## src/qec_map.svh

```systemverilog
`ifndef QEC_MAP_SVH
`define QEC_MAP_SVH

// Register word offsets on the plain register port
`define QEC_REG_CTRL 4'h0
`define QEC_REG_DBCFG 4'h1
`define QEC_REG_ENC0_LO 4'h2
`define QEC_REG_ENC0_HI 4'h3
`define QEC_REG_ENC1_LO 4'h4
`define QEC_REG_ENC1_HI 4'h5
`define QEC_REG_STATUS 4'h6

// Reset values
`define QEC_CTRL_RST 32'h0000_0000
`define QEC_DBCFG_RST 32'h0000_0000

// Control register fields
`define QEC_CTRL_EN0 0
`define QEC_CTRL_EN1 1
`define QEC_CTRL_MODE0_LSB 2
`define QEC_CTRL_MODE1_LSB 4
`define QEC_CTRL_IDX_EN 6
`define QEC_CTRL_WIDE0 7
`define QEC_CTRL_WIDE1 8

// Debounce config: one byte per input channel
`define QEC_DB_MODE_LSB 0
`define QEC_DB_INV_BIT 2
`define QEC_DB_TSEL_LSB 4
`define QEC_DB_BYTE_W 8

// Status register fields
`define QEC_ST_LEVEL_LSB 0
`define QEC_ST_DIR_LSB 4
`define QEC_ST_ERR_LSB 6

// Clock and debounce times
`define QEC_CLK_MHZ 100
`define QEC_DB_T0_NS 500
`define QEC_DB_T1_NS 1000
`define QEC_DB_T2_NS 2000
`define QEC_DB_T3_NS 5000
`define QEC_DB_T4_NS 10000
`define QEC_DB_T5_NS 20000
`define QEC_DB_T6_NS 50000
`define QEC_DB_T7_NS 100000
`define QEC_DB_T8_NS 200000
`define QEC_DB_T9_NS 500000
`define QEC_DB_T10_NS 1000000
`define QEC_DB_T11_NS 2000000
`define QEC_DB_T12_NS 5000000
`define QEC_DB_T13_NS 10000000
`define QEC_DB_T14_NS 20000000
`define QEC_DB_T15_NS 25500000
`define QEC_NS_TO_CYC(t) (((t) * `QEC_CLK_MHZ) / 1000)
`define QEC_DB_MAX_CYC `QEC_NS_TO_CYC(`QEC_DB_T15_NS)
`define QEC_DB_CNT_W 22

`endif

```

## src/qec_pkg.sv

```systemverilog
package qec_pkg;

  // Edge counting modes
  typedef enum logic [1:0] {
    QEC_SINGLE_EDGE_COUNT_MODE = 2'h0,
    QEC_DOUBLE_EDGE_COUNT_MODE = 2'h1,
    QEC_QUAD_EDGE_COUNT_MODE = 2'h2
  } qec_count_mode_t;

  // Debounce modes
  typedef enum logic [1:0] {
    QEC_DB_BYPASS = 2'h0,
    QEC_DB_AFTER_STABLE = 2'h1,
    QEC_DB_BEFORE_STABLE = 2'h2
  } qec_db_mode_t;

  // Per-channel input conditioning settings
  typedef struct packed {
    logic [3:0] tsel;
    logic inv;
    qec_db_mode_t mode;
  } qec_db_cfg_t;

  // One phase pair sample
  typedef struct packed {
    logic lead;
    logic quad;
  } qec_phase_t;

endpackage

```

## src/qec_counter.sv

```systemverilog
// Functional notes
// - Single, double and quadruple edge count modes per encoder.
// - Count up when lead phase leads, down when it lags.
// - Index marker edge zeroes the position counter when enabled.
// - Count is 16 bits (low word) or 32 bits with a high word.
// - Lead phase on an even channel, quadrature phase on the next odd one.
// - Two encoders without index; only one encoder when index is used.
// - Each input debounced, sixteen times from 500 ns to 25.5 ms.
// - All counters start at zero at the start of an acquisition.
// - Phase transitions up to 20 MHz are counted without loss.
// - Debounce accepts after stable, before stable, or bypass.
// - Optional input inversion ahead of debounce, with or without debounce.
`timescale 1ns/1ps
`include "qec_map.svh"
module qec_counter
  import qec_pkg::*;
#(
  parameter int P_CHANNELS = 4,
  parameter int P_DB_MAX_CYC = `QEC_DB_MAX_CYC
) (
  // Clock and reset
  input wire logic i_clk,
  input wire logic i_resetn,
  // Acquisition timing
  input wire logic i_acq_start,
  input wire logic i_scan_start,
  // Counter input pins
  input wire logic [P_CHANNELS-1:0] i_cnt_in,
  // Register port
  input wire logic [3:0] i_addr,
  input wire logic [31:0] i_wdata,
  input wire logic i_wr,
  input wire logic i_rd,
  output logic [31:0] o_rdata,
  // Live positions
  output logic [31:0] o_pos0,
  output logic [31:0] o_pos1
);

  localparam int CW = `QEC_DB_CNT_W;

  // Debounce time lookup, clipped so simulation can shorten long settings
  function automatic logic [CW-1:0] db_cycles(input logic [3:0] sel);
    int unsigned t;
    case (sel)
      4'h0: t = `QEC_NS_TO_CYC(`QEC_DB_T0_NS);
      4'h1: t = `QEC_NS_TO_CYC(`QEC_DB_T1_NS);
      4'h2: t = `QEC_NS_TO_CYC(`QEC_DB_T2_NS);
      4'h3: t = `QEC_NS_TO_CYC(`QEC_DB_T3_NS);
      4'h4: t = `QEC_NS_TO_CYC(`QEC_DB_T4_NS);
      4'h5: t = `QEC_NS_TO_CYC(`QEC_DB_T5_NS);
      4'h6: t = `QEC_NS_TO_CYC(`QEC_DB_T6_NS);
      4'h7: t = `QEC_NS_TO_CYC(`QEC_DB_T7_NS);
      4'h8: t = `QEC_NS_TO_CYC(`QEC_DB_T8_NS);
      4'h9: t = `QEC_NS_TO_CYC(`QEC_DB_T9_NS);
      4'ha: t = `QEC_NS_TO_CYC(`QEC_DB_T10_NS);
      4'hb: t = `QEC_NS_TO_CYC(`QEC_DB_T11_NS);
      4'hc: t = `QEC_NS_TO_CYC(`QEC_DB_T12_NS);
      4'hd: t = `QEC_NS_TO_CYC(`QEC_DB_T13_NS);
      4'he: t = `QEC_NS_TO_CYC(`QEC_DB_T14_NS);
      default: t = `QEC_NS_TO_CYC(`QEC_DB_T15_NS);
    endcase
    if (t > P_DB_MAX_CYC) begin
      t = P_DB_MAX_CYC;
    end
    db_cycles = CW'(t);
  endfunction

  // Step for one encoder: count flag and direction; a double change gives no count
  function automatic logic [1:0] quad_step(input qec_phase_t prev, input qec_phase_t cur,
                                           input qec_count_mode_t mode);
    logic a_chg;
    logic b_chg;
    logic up;
    logic hit;
    a_chg = prev.lead ^ cur.lead;
    b_chg = prev.quad ^ cur.quad;
    up = 1'b0;
    hit = 1'b0;
    // Lead edge: up if new lead differs from quad; quad edge: up if equal
    if (a_chg && !b_chg) begin
      up = cur.lead ^ cur.quad;
      case (mode)
        QEC_SINGLE_EDGE_COUNT_MODE: hit = cur.lead;
        QEC_DOUBLE_EDGE_COUNT_MODE: hit = 1'b1;
        QEC_QUAD_EDGE_COUNT_MODE: hit = 1'b1;
        default: hit = 1'b0;
      endcase
    end else if (b_chg && !a_chg) begin
      up = ~(cur.lead ^ cur.quad);
      hit = (mode == QEC_QUAD_EDGE_COUNT_MODE);
    end
    quad_step = {hit, up};
  endfunction

  // Control and config registers
  logic [31:0] ctrl_r;
  logic [31:0] dbcfg_r;
  logic [P_CHANNELS-1:0] sync1_r;
  logic [P_CHANNELS-1:0] sync2_r;
  logic [P_CHANNELS-1:0] filt;
  qec_phase_t prev0_r;
  qec_phase_t prev1_r;
  logic idx_prev_r;
  logic [31:0] cnt0_r;
  logic [31:0] cnt1_r;
  logic [31:0] lat0_r;
  logic [31:0] lat1_r;
  logic [1:0] dir_r;
  logic [1:0] err_r;
  logic [1:0] step0;
  logic [1:0] step1;
  logic err0;
  logic err1;
  logic idx_en;
  logic en0;
  logic en1;
  logic idx_hit;

  // Software writes to control
  always_ff @(posedge i_clk) begin
    if (!i_resetn) begin
      ctrl_r <= `QEC_CTRL_RST;
    end else if (i_wr && i_addr == `QEC_REG_CTRL) begin
      ctrl_r <= i_wdata;
    end
  end

  // Software writes to debounce configuration
  always_ff @(posedge i_clk) begin
    if (!i_resetn) begin
      dbcfg_r <= `QEC_DBCFG_RST;
    end else if (i_wr && i_addr == `QEC_REG_DBCFG) begin
      dbcfg_r <= i_wdata;
    end
  end

  // Pins are asynchronous: two flops before anything looks at them
  always_ff @(posedge i_clk) begin
    if (!i_resetn) begin
      sync1_r <= '0;
      sync2_r <= '0;
    end else begin
      sync1_r <= i_cnt_in;
      sync2_r <= sync1_r;
    end
  end

  // Inversion then debounce on every channel
  genvar g;
  generate
    for (g = 0; g < P_CHANNELS; g++) begin : g_ch
      qec_db_cfg_t cfg;
      assign cfg = qec_db_cfg_t'(dbcfg_r[g*`QEC_DB_BYTE_W +: 7]);
      qec_debounce #(
        .P_CNT_W(CW)
      ) u_db (
        .i_clk(i_clk),
        .i_resetn(i_resetn),
        .i_mode(cfg.mode),
        .i_cyc(db_cycles(cfg.tsel)),
        .i_din(sync2_r[g] ^ cfg.inv),
        .o_dout(filt[g])
      );
    end
  endgenerate

  // Encoder 1 uses channels 2 and 3 unless channel 2 carries the index
  assign idx_en = ctrl_r[`QEC_CTRL_IDX_EN];
  assign en0 = ctrl_r[`QEC_CTRL_EN0];
  assign en1 = ctrl_r[`QEC_CTRL_EN1] && !idx_en;
  assign idx_hit = idx_en && en0 && filt[2] && !idx_prev_r;

  // Even channel is the lead phase, next odd the quadrature phase
  assign step0 = quad_step(prev0_r, '{lead: filt[0], quad: filt[1]},
                           qec_count_mode_t'(ctrl_r[`QEC_CTRL_MODE0_LSB +: 2]));
  assign step1 = quad_step(prev1_r, '{lead: filt[2], quad: filt[3]},
                           qec_count_mode_t'(ctrl_r[`QEC_CTRL_MODE1_LSB +: 2]));
  assign err0 = (prev0_r.lead ^ filt[0]) && (prev0_r.quad ^ filt[1]);
  assign err1 = (prev1_r.lead ^ filt[2]) && (prev1_r.quad ^ filt[3]);

  // Phase and index history, one sample per clock so 20 MHz edges are seen
  always_ff @(posedge i_clk) begin
    if (!i_resetn) begin
      prev0_r <= '0;
      prev1_r <= '0;
      idx_prev_r <= 1'b0;
    end else begin
      prev0_r <= '{lead: filt[0], quad: filt[1]};
      prev1_r <= '{lead: filt[2], quad: filt[3]};
      idx_prev_r <= filt[2];
    end
  end

  // Encoder 0 position; 16-bit mode keeps the high word at zero
  always_ff @(posedge i_clk) begin
    if (!i_resetn || i_acq_start) begin
      cnt0_r <= '0;
    end else if (idx_hit) begin
      cnt0_r <= '0;
    end else if (en0 && step0[1]) begin
      if (ctrl_r[`QEC_CTRL_WIDE0]) begin
        cnt0_r <= step0[0] ? cnt0_r + 32'h1 : cnt0_r - 32'h1;
      end else begin
        cnt0_r <= {16'h0, step0[0] ? cnt0_r[15:0] + 16'h1 : cnt0_r[15:0] - 16'h1};
      end
    end
  end

  // Encoder 1 position
  always_ff @(posedge i_clk) begin
    if (!i_resetn || i_acq_start) begin
      cnt1_r <= '0;
    end else if (en1 && step1[1]) begin
      if (ctrl_r[`QEC_CTRL_WIDE1]) begin
        cnt1_r <= step1[0] ? cnt1_r + 32'h1 : cnt1_r - 32'h1;
      end else begin
        cnt1_r <= {16'h0, step1[0] ? cnt1_r[15:0] + 16'h1 : cnt1_r[15:0] - 16'h1};
      end
    end
  end

  // Scan start latches the counts for reading
  always_ff @(posedge i_clk) begin
    if (!i_resetn || i_acq_start) begin
      lat0_r <= '0;
      lat1_r <= '0;
    end else if (i_scan_start) begin
      lat0_r <= cnt0_r;
      lat1_r <= cnt1_r;
    end
  end

  // Last direction seen per encoder
  always_ff @(posedge i_clk) begin
    if (!i_resetn) begin
      dir_r <= '0;
    end else begin
      if (en0 && step0[1]) begin
        dir_r[0] <= step0[0];
      end
      if (en1 && step1[1]) begin
        dir_r[1] <= step1[0];
      end
    end
  end

  // Sticky invalid-transition flags, write one to clear; a new event wins
  always_ff @(posedge i_clk) begin
    if (!i_resetn) begin
      err_r <= '0;
    end else begin
      if (i_wr && i_addr == `QEC_REG_STATUS) begin
        err_r <= (err_r & ~i_wdata[`QEC_ST_ERR_LSB +: 2]) | {err1 && en1, err0 && en0};
      end else begin
        err_r <= err_r | {err1 && en1, err0 && en0};
      end
    end
  end

  // Read data one cycle after the strobe, zero otherwise
  always_ff @(posedge i_clk) begin
    if (!i_resetn) begin
      o_rdata <= '0;
    end else if (i_rd) begin
      case (i_addr)
        `QEC_REG_CTRL: o_rdata <= ctrl_r;
        `QEC_REG_DBCFG: o_rdata <= dbcfg_r;
        `QEC_REG_ENC0_LO: o_rdata <= {16'h0, lat0_r[15:0]};
        `QEC_REG_ENC0_HI: o_rdata <= {16'h0, lat0_r[31:16]};
        `QEC_REG_ENC1_LO: o_rdata <= {16'h0, lat1_r[15:0]};
        `QEC_REG_ENC1_HI: o_rdata <= {16'h0, lat1_r[31:16]};
        `QEC_REG_STATUS: o_rdata <= {24'h0, err_r, dir_r, filt};
        default: o_rdata <= '0;
      endcase
    end else begin
      o_rdata <= '0;
    end
  end

  assign o_pos0 = cnt0_r;
  assign o_pos1 = cnt1_r;

endmodule

```

## src/qec_debounce.sv

```systemverilog
`timescale 1ns/1ps
module qec_debounce
  import qec_pkg::*;
#(
  parameter int P_CNT_W = 22
) (
  // Clock and reset
  input wire logic i_clk,
  input wire logic i_resetn,
  // Settings
  input wire qec_db_mode_t i_mode,
  input wire logic [P_CNT_W-1:0] i_cyc,
  // Conditioned level in, filtered level out
  input wire logic i_din,
  output logic o_dout
);

  logic last_r;
  logic [P_CNT_W-1:0] stable_r;
  logic stable_ok;

  // The count saturates, so a long quiet input never wraps into a false unstable state
  assign stable_ok = (stable_r >= i_cyc);

  // Previous sample
  always_ff @(posedge i_clk) begin
    if (!i_resetn) begin
      last_r <= 1'b0;
    end else begin
      last_r <= i_din;
    end
  end

  // Cycles the input has held its level
  always_ff @(posedge i_clk) begin
    if (!i_resetn) begin
      stable_r <= '0;
    end else if (i_din != last_r) begin
      stable_r <= '0;
    end else if (!stable_ok) begin
      stable_r <= stable_r + 1'b1;
    end
  end

  // Output level per mode
  always_ff @(posedge i_clk) begin
    if (!i_resetn) begin
      o_dout <= 1'b0;
    end else begin
      case (i_mode)
        QEC_DB_BYPASS: o_dout <= i_din;
        QEC_DB_AFTER_STABLE: begin
          if (i_din == last_r && stable_ok) begin
            o_dout <= i_din;
          end
        end
        QEC_DB_BEFORE_STABLE: begin
          // Edge passes at once if the prior level was quiet long enough
          if (i_din != o_dout && stable_ok) begin
            o_dout <= i_din;
          end
        end
        default: o_dout <= i_din;
      endcase
    end
  end

endmodule

```

## config.mk

```make
export PLATFORM = sky130hd
export DESIGN_NAME = qec_counter
export DESIGN_NICKNAME = d
export VERILOG_FILES = /design/src/qec_pkg.sv /design/src/qec_counter.sv /design/src/qec_debounce.sv
export VERILOG_INCLUDE_DIRS = /design/src
export SDC_FILE = /design/constraint.sdc
export NUM_CORES = 1
export LEC_CHECK = 0
export ABC_CLOCK_PERIOD_IN_PS = 7700
export BUFFER_PORTS_ARGS = -buffer_cell sky130_fd_sc_hd__buf_2
export CAP_MARGIN = 20
export CORE_ASPECT_RATIO = 1.25
export CORE_MARGIN = 10
export CORE_UTILIZATION = 55
export DETAILED_ROUTE_END_ITERATION = 7
export GPL_TIMING_DRIVEN = 0
export MAX_ROUTING_LAYER = met4
export PLACE_DENSITY_LB_ADDON = 0.12
export SETUP_SLACK_MARGIN = 0.15
export SYNTH_ARGS = -nofsm -noshare
export SYNTH_HDL_FRONTEND = slang
export SYNTH_SLANG_ARGS = --single-unit
```

## constraint.sdc

```tcl
create_clock -name i_clk -period 7.7 [get_ports i_clk]
set_clock_uncertainty 0.05 [all_clocks]
set_input_delay 0.385 -clock i_clk [delete_from_list [all_inputs] [get_ports i_clk]]
set_output_delay 0.385 -clock i_clk [all_outputs]
set_load 0.03 [all_outputs]
```

==> flow_metrics.tcl <==
set metrics [dict create \
    yosys_warnings 0 \
    peakVddDrop_mv 0.138 \
    synthSimpleGateAreaFrac 0.204 \
    met3_usage 0.0352 \
    initial_core_util 0.556 \
    cts_setup_buffers 0 \
    swShare 0.228 \
    crit_arrival_ps 5370 \
    period_needed_ps 5010 \
    die_h_um 245 \
    grtUsageTotal 0.262 \
    areaGrowthSynthToFinish_pct 13.2 \
    critPathLaunchType "flop" \
    grt.overflow.total 0 \
    met1_usage 0.302 \
    cts_buffers 43 \
    worstSkewPairLatency_ps 560 \
    slowest_stage "a31oi_2" \
    antenna_found_initial 6 \
    avgSynthCellArea_sq_um 8.47 \
    routedWlPerCell_um 18.7 \
    synth_cell_type_count 79 \
    io_pins 142 \
    rsz0062_at_grt "false" \
    synth_area_leaders "dfxtp_1 (38%), ha_1 (10%), nor2_1 (5.5%)" \
    crit_path_max_fanout 10 \
    cp_cell_sequence "and4b_1, nor2_1, nor3_1, o21ai_0, nand2b_1, a21oi_1, nor3b_1, nor3_1, nor2_1, clkbuf_1, nor2_1, ha_1, a21o_1, a21oi_1, o211ai_1, a221o_1, a31oi_2, and4_1, clkbuf_1, nand4_1, xor2_1, nor2_1" \
    async_reset_ff_frac 0 \
    synth_nets 2866 \
    dpl_cell_area_sq_um 23700 \
    drc 10 \
    cts_root_buf "clkbuf_16" \
    failed_checks "design-rule violations" \
    numPortBuffers 139 \
    hold_viol_final 0 \
    clk_pin_slew_ps 60 \
    synth_top_family_by_area "simple AND/OR/NAND/NOR gates" \
    ys_ff_latch 420 \
    p_seq_frac 0.476 \
    power_frac_comb 0.056 \
    power.density_nw_per_um2 184 \
    vias 19755 \
    synth-adder-area-share 0.106 \
    holdBufCountCts 0 \
    cts_max_level 2 \
    cp_num_buf_inv 2 \
    dieArea_sq_um 49000 \
    required_ps 8070 \
    layout-drive-gt1-share 0.0886 \
    cts.sinks 420 \
    clock.fmax_mhz 200 \
    clk_path_buf_depth 3 \
    hold_path_class "in -> reg" \
    place.gp.congestion 0.988 \
    most-common-layout-cells "dfxtp_1 (420), nor2_1 (327), nand2_1 (308), ha_1 (186), a21oi_1 (172)" \
    dp_hpwl_mm 49.3 \
    intPower_uw 3580 \
    yosys.area.top_type "dfxtp_1" \
    max-cap-violations 0 \
    rows 82 \
    via_per_inst 5.80 \
    p_leak_uw 0.0107 \
    syn-cell-area_sq_um 22300 \
    final_common_cell "dfxtp_1" \
    grt_use_met2 0.447 \
    seq_area_frac_synth 0.377 \
    final_design_area_no_fill_sq_um 25200 \
    synth_xor_xnor_area_share 0.0416 \
    first_pass_iters 8 \
    tritoncts "built" \
    wirelength_mm 63.8 \
    synthCells 2632 \
    worstSetupPathType "reg -> reg" \
    grt_pass1_wl_mm 101 \
    power.total_uw 4640 \
    p_sw_uw 1060 \
    die_x_um 200 \
    worstMarginPinSlew_ps 1020 \
    synth-compound-area-share 0.193 \
    fillers 3556 \
    synth.top_cell.area_share 0.377 \
    cts_resized 0 \
    power_frac_clock 0.468 \
    layout.nets 3055 \
    synth-edff-count 0 \
    maxSlewViolCount 0 \
    busiest_layer "met2" \
    core-area_sq_um 40100 \
    grt_max_degree 25 \
    status "finished, violations left" \
    fin_crit_sh 0.650 \
    critPathTopFamily "simple AND/OR/NAND/NOR gates" \
    slew_headroom 0.312 \
    drt-initial-drc-count 1462 \
    grt_pass1_vias 19220 \
    setup_viol_count_final 0 \
    synth_mux_area_frac 0.0432 \
    crit_path_end_kind "flop" \
    synthFlopType "dfxtp_1" \
    crit_top_cell "nor2_1" \
    ant_nets 0 \
    fin_setup_tns_ps 0 \
    cpPeakStageDelay_ps 490 \
]
[cell families (layout without fill, tap and decap cells)]
group                      count (synthesis)  in the layout
and+or+nand+nor                          982            982
AOI/OAI and AO/OA                        636            636
DFF                                      420            420
buffers and inverters                    204            426
adders and majority gates                188            188
xor gates and xnor gates                 106            106
muxes                                     96             96
other                                      0              7
[synth_stat cells, types with 5 or more instances]
library cell    n
nand2_1       308
a21oi_1       172
buf_2           7
nand3_1        52
a21boi_0       57
o21ai_2         5
clkbuf_1      117
and3_1         32
nand2b_1       75
a21o_1         64
clkinv_1        6
a211oi_1       13
nor2b_1        23
or2_2           7
mux2i_1        95
nor3_1         28
xnor2_1        53
nand3b_1        7
a211o_1         5
a222oi_1        9
or3_1          19
a31oi_1        29
inv_1          68
o31ai_1        15
or4_1          10
and2_1         27
a22oi_1        68
ha_1          186
a22o_1         12
o21bai_1       10
nor4b_1         6
xor2_1         53
o21a_1          7
o211ai_1       25
dfxtp_1       420
and4_1          6
o21ai_0        88
nand4_1        31
nor4_1          8
nor2_1        327
[cell type report]
class	count	area, sq um	area share
well taps	546	683	0.0271
multi-input cells	2008	13100	0.519
clock inverters	18	233	0.00922
diodes	7	17.5	0.000694
clock buffers	60	1240	0.0492
inverters	76	285	0.0113
flip-flops and latches	420	8410	0.333
plain buffers	128	489	0.0194
repair buffers	144	771	0.0305
[worst min-delay path: stages]
cell      delay (ps)
buf_2            110
nand2_1           40
a21boi_0          60
[routing by layer]
metal | vias to the layer above | routed length (um)
li1 | 9673 | -
met1 | 9364 | 26400
met2 | 570 | 31500
met3 | 148 | 3130
met4 | 0 | 2770
met5 | - | 0
[path summary, 6_finish.rpt]
kind	from	end	slack (ps)	cells after the start
max	flop	g_ch[2].u_db.stable_r[18]	2690	22
min	i_wdata[20]	ctrl_r[20]	40	3
max reg2reg	flop	g_ch[2].u_db.stable_r[18]	2690	22
min reg2reg	sync1_r[1]	sync2_r[1]	380	1
[stage by stage]
step / worst slack (ps) / instances / util / hold slack (ps)
2_1_floorplan: 3510 / 2632 / - / 362
3_3_place_gp: 2620 / 3317 / 0.590 / 370
3_5_place_dp: 2690 / 3319 / 0.591 / 371
4_1_cts: 2670 / 3397 / 0.628 / 9.51
5_1_grt: 2190 / 3406 / 0.629 / 23.6
6_report: 2690 / 3407 / 0.629 / 40.8
[power groups by stage]
| stage | clock network (uW) | logic (uW) | registers, uW |
|---|---|---|---|
| global placement | 0 | 249 | 2260 |
| finish | 2170 | 260 | 2210 |
| detailed placement | 0 | 257 | 2260 |
| CTS | 2200 | 258 | 2210 |
| global route | 2290 | 287 | 2210 |
| floorplan | 0 | 174 | 2250 |
Power figures use the tool's default switching activity.
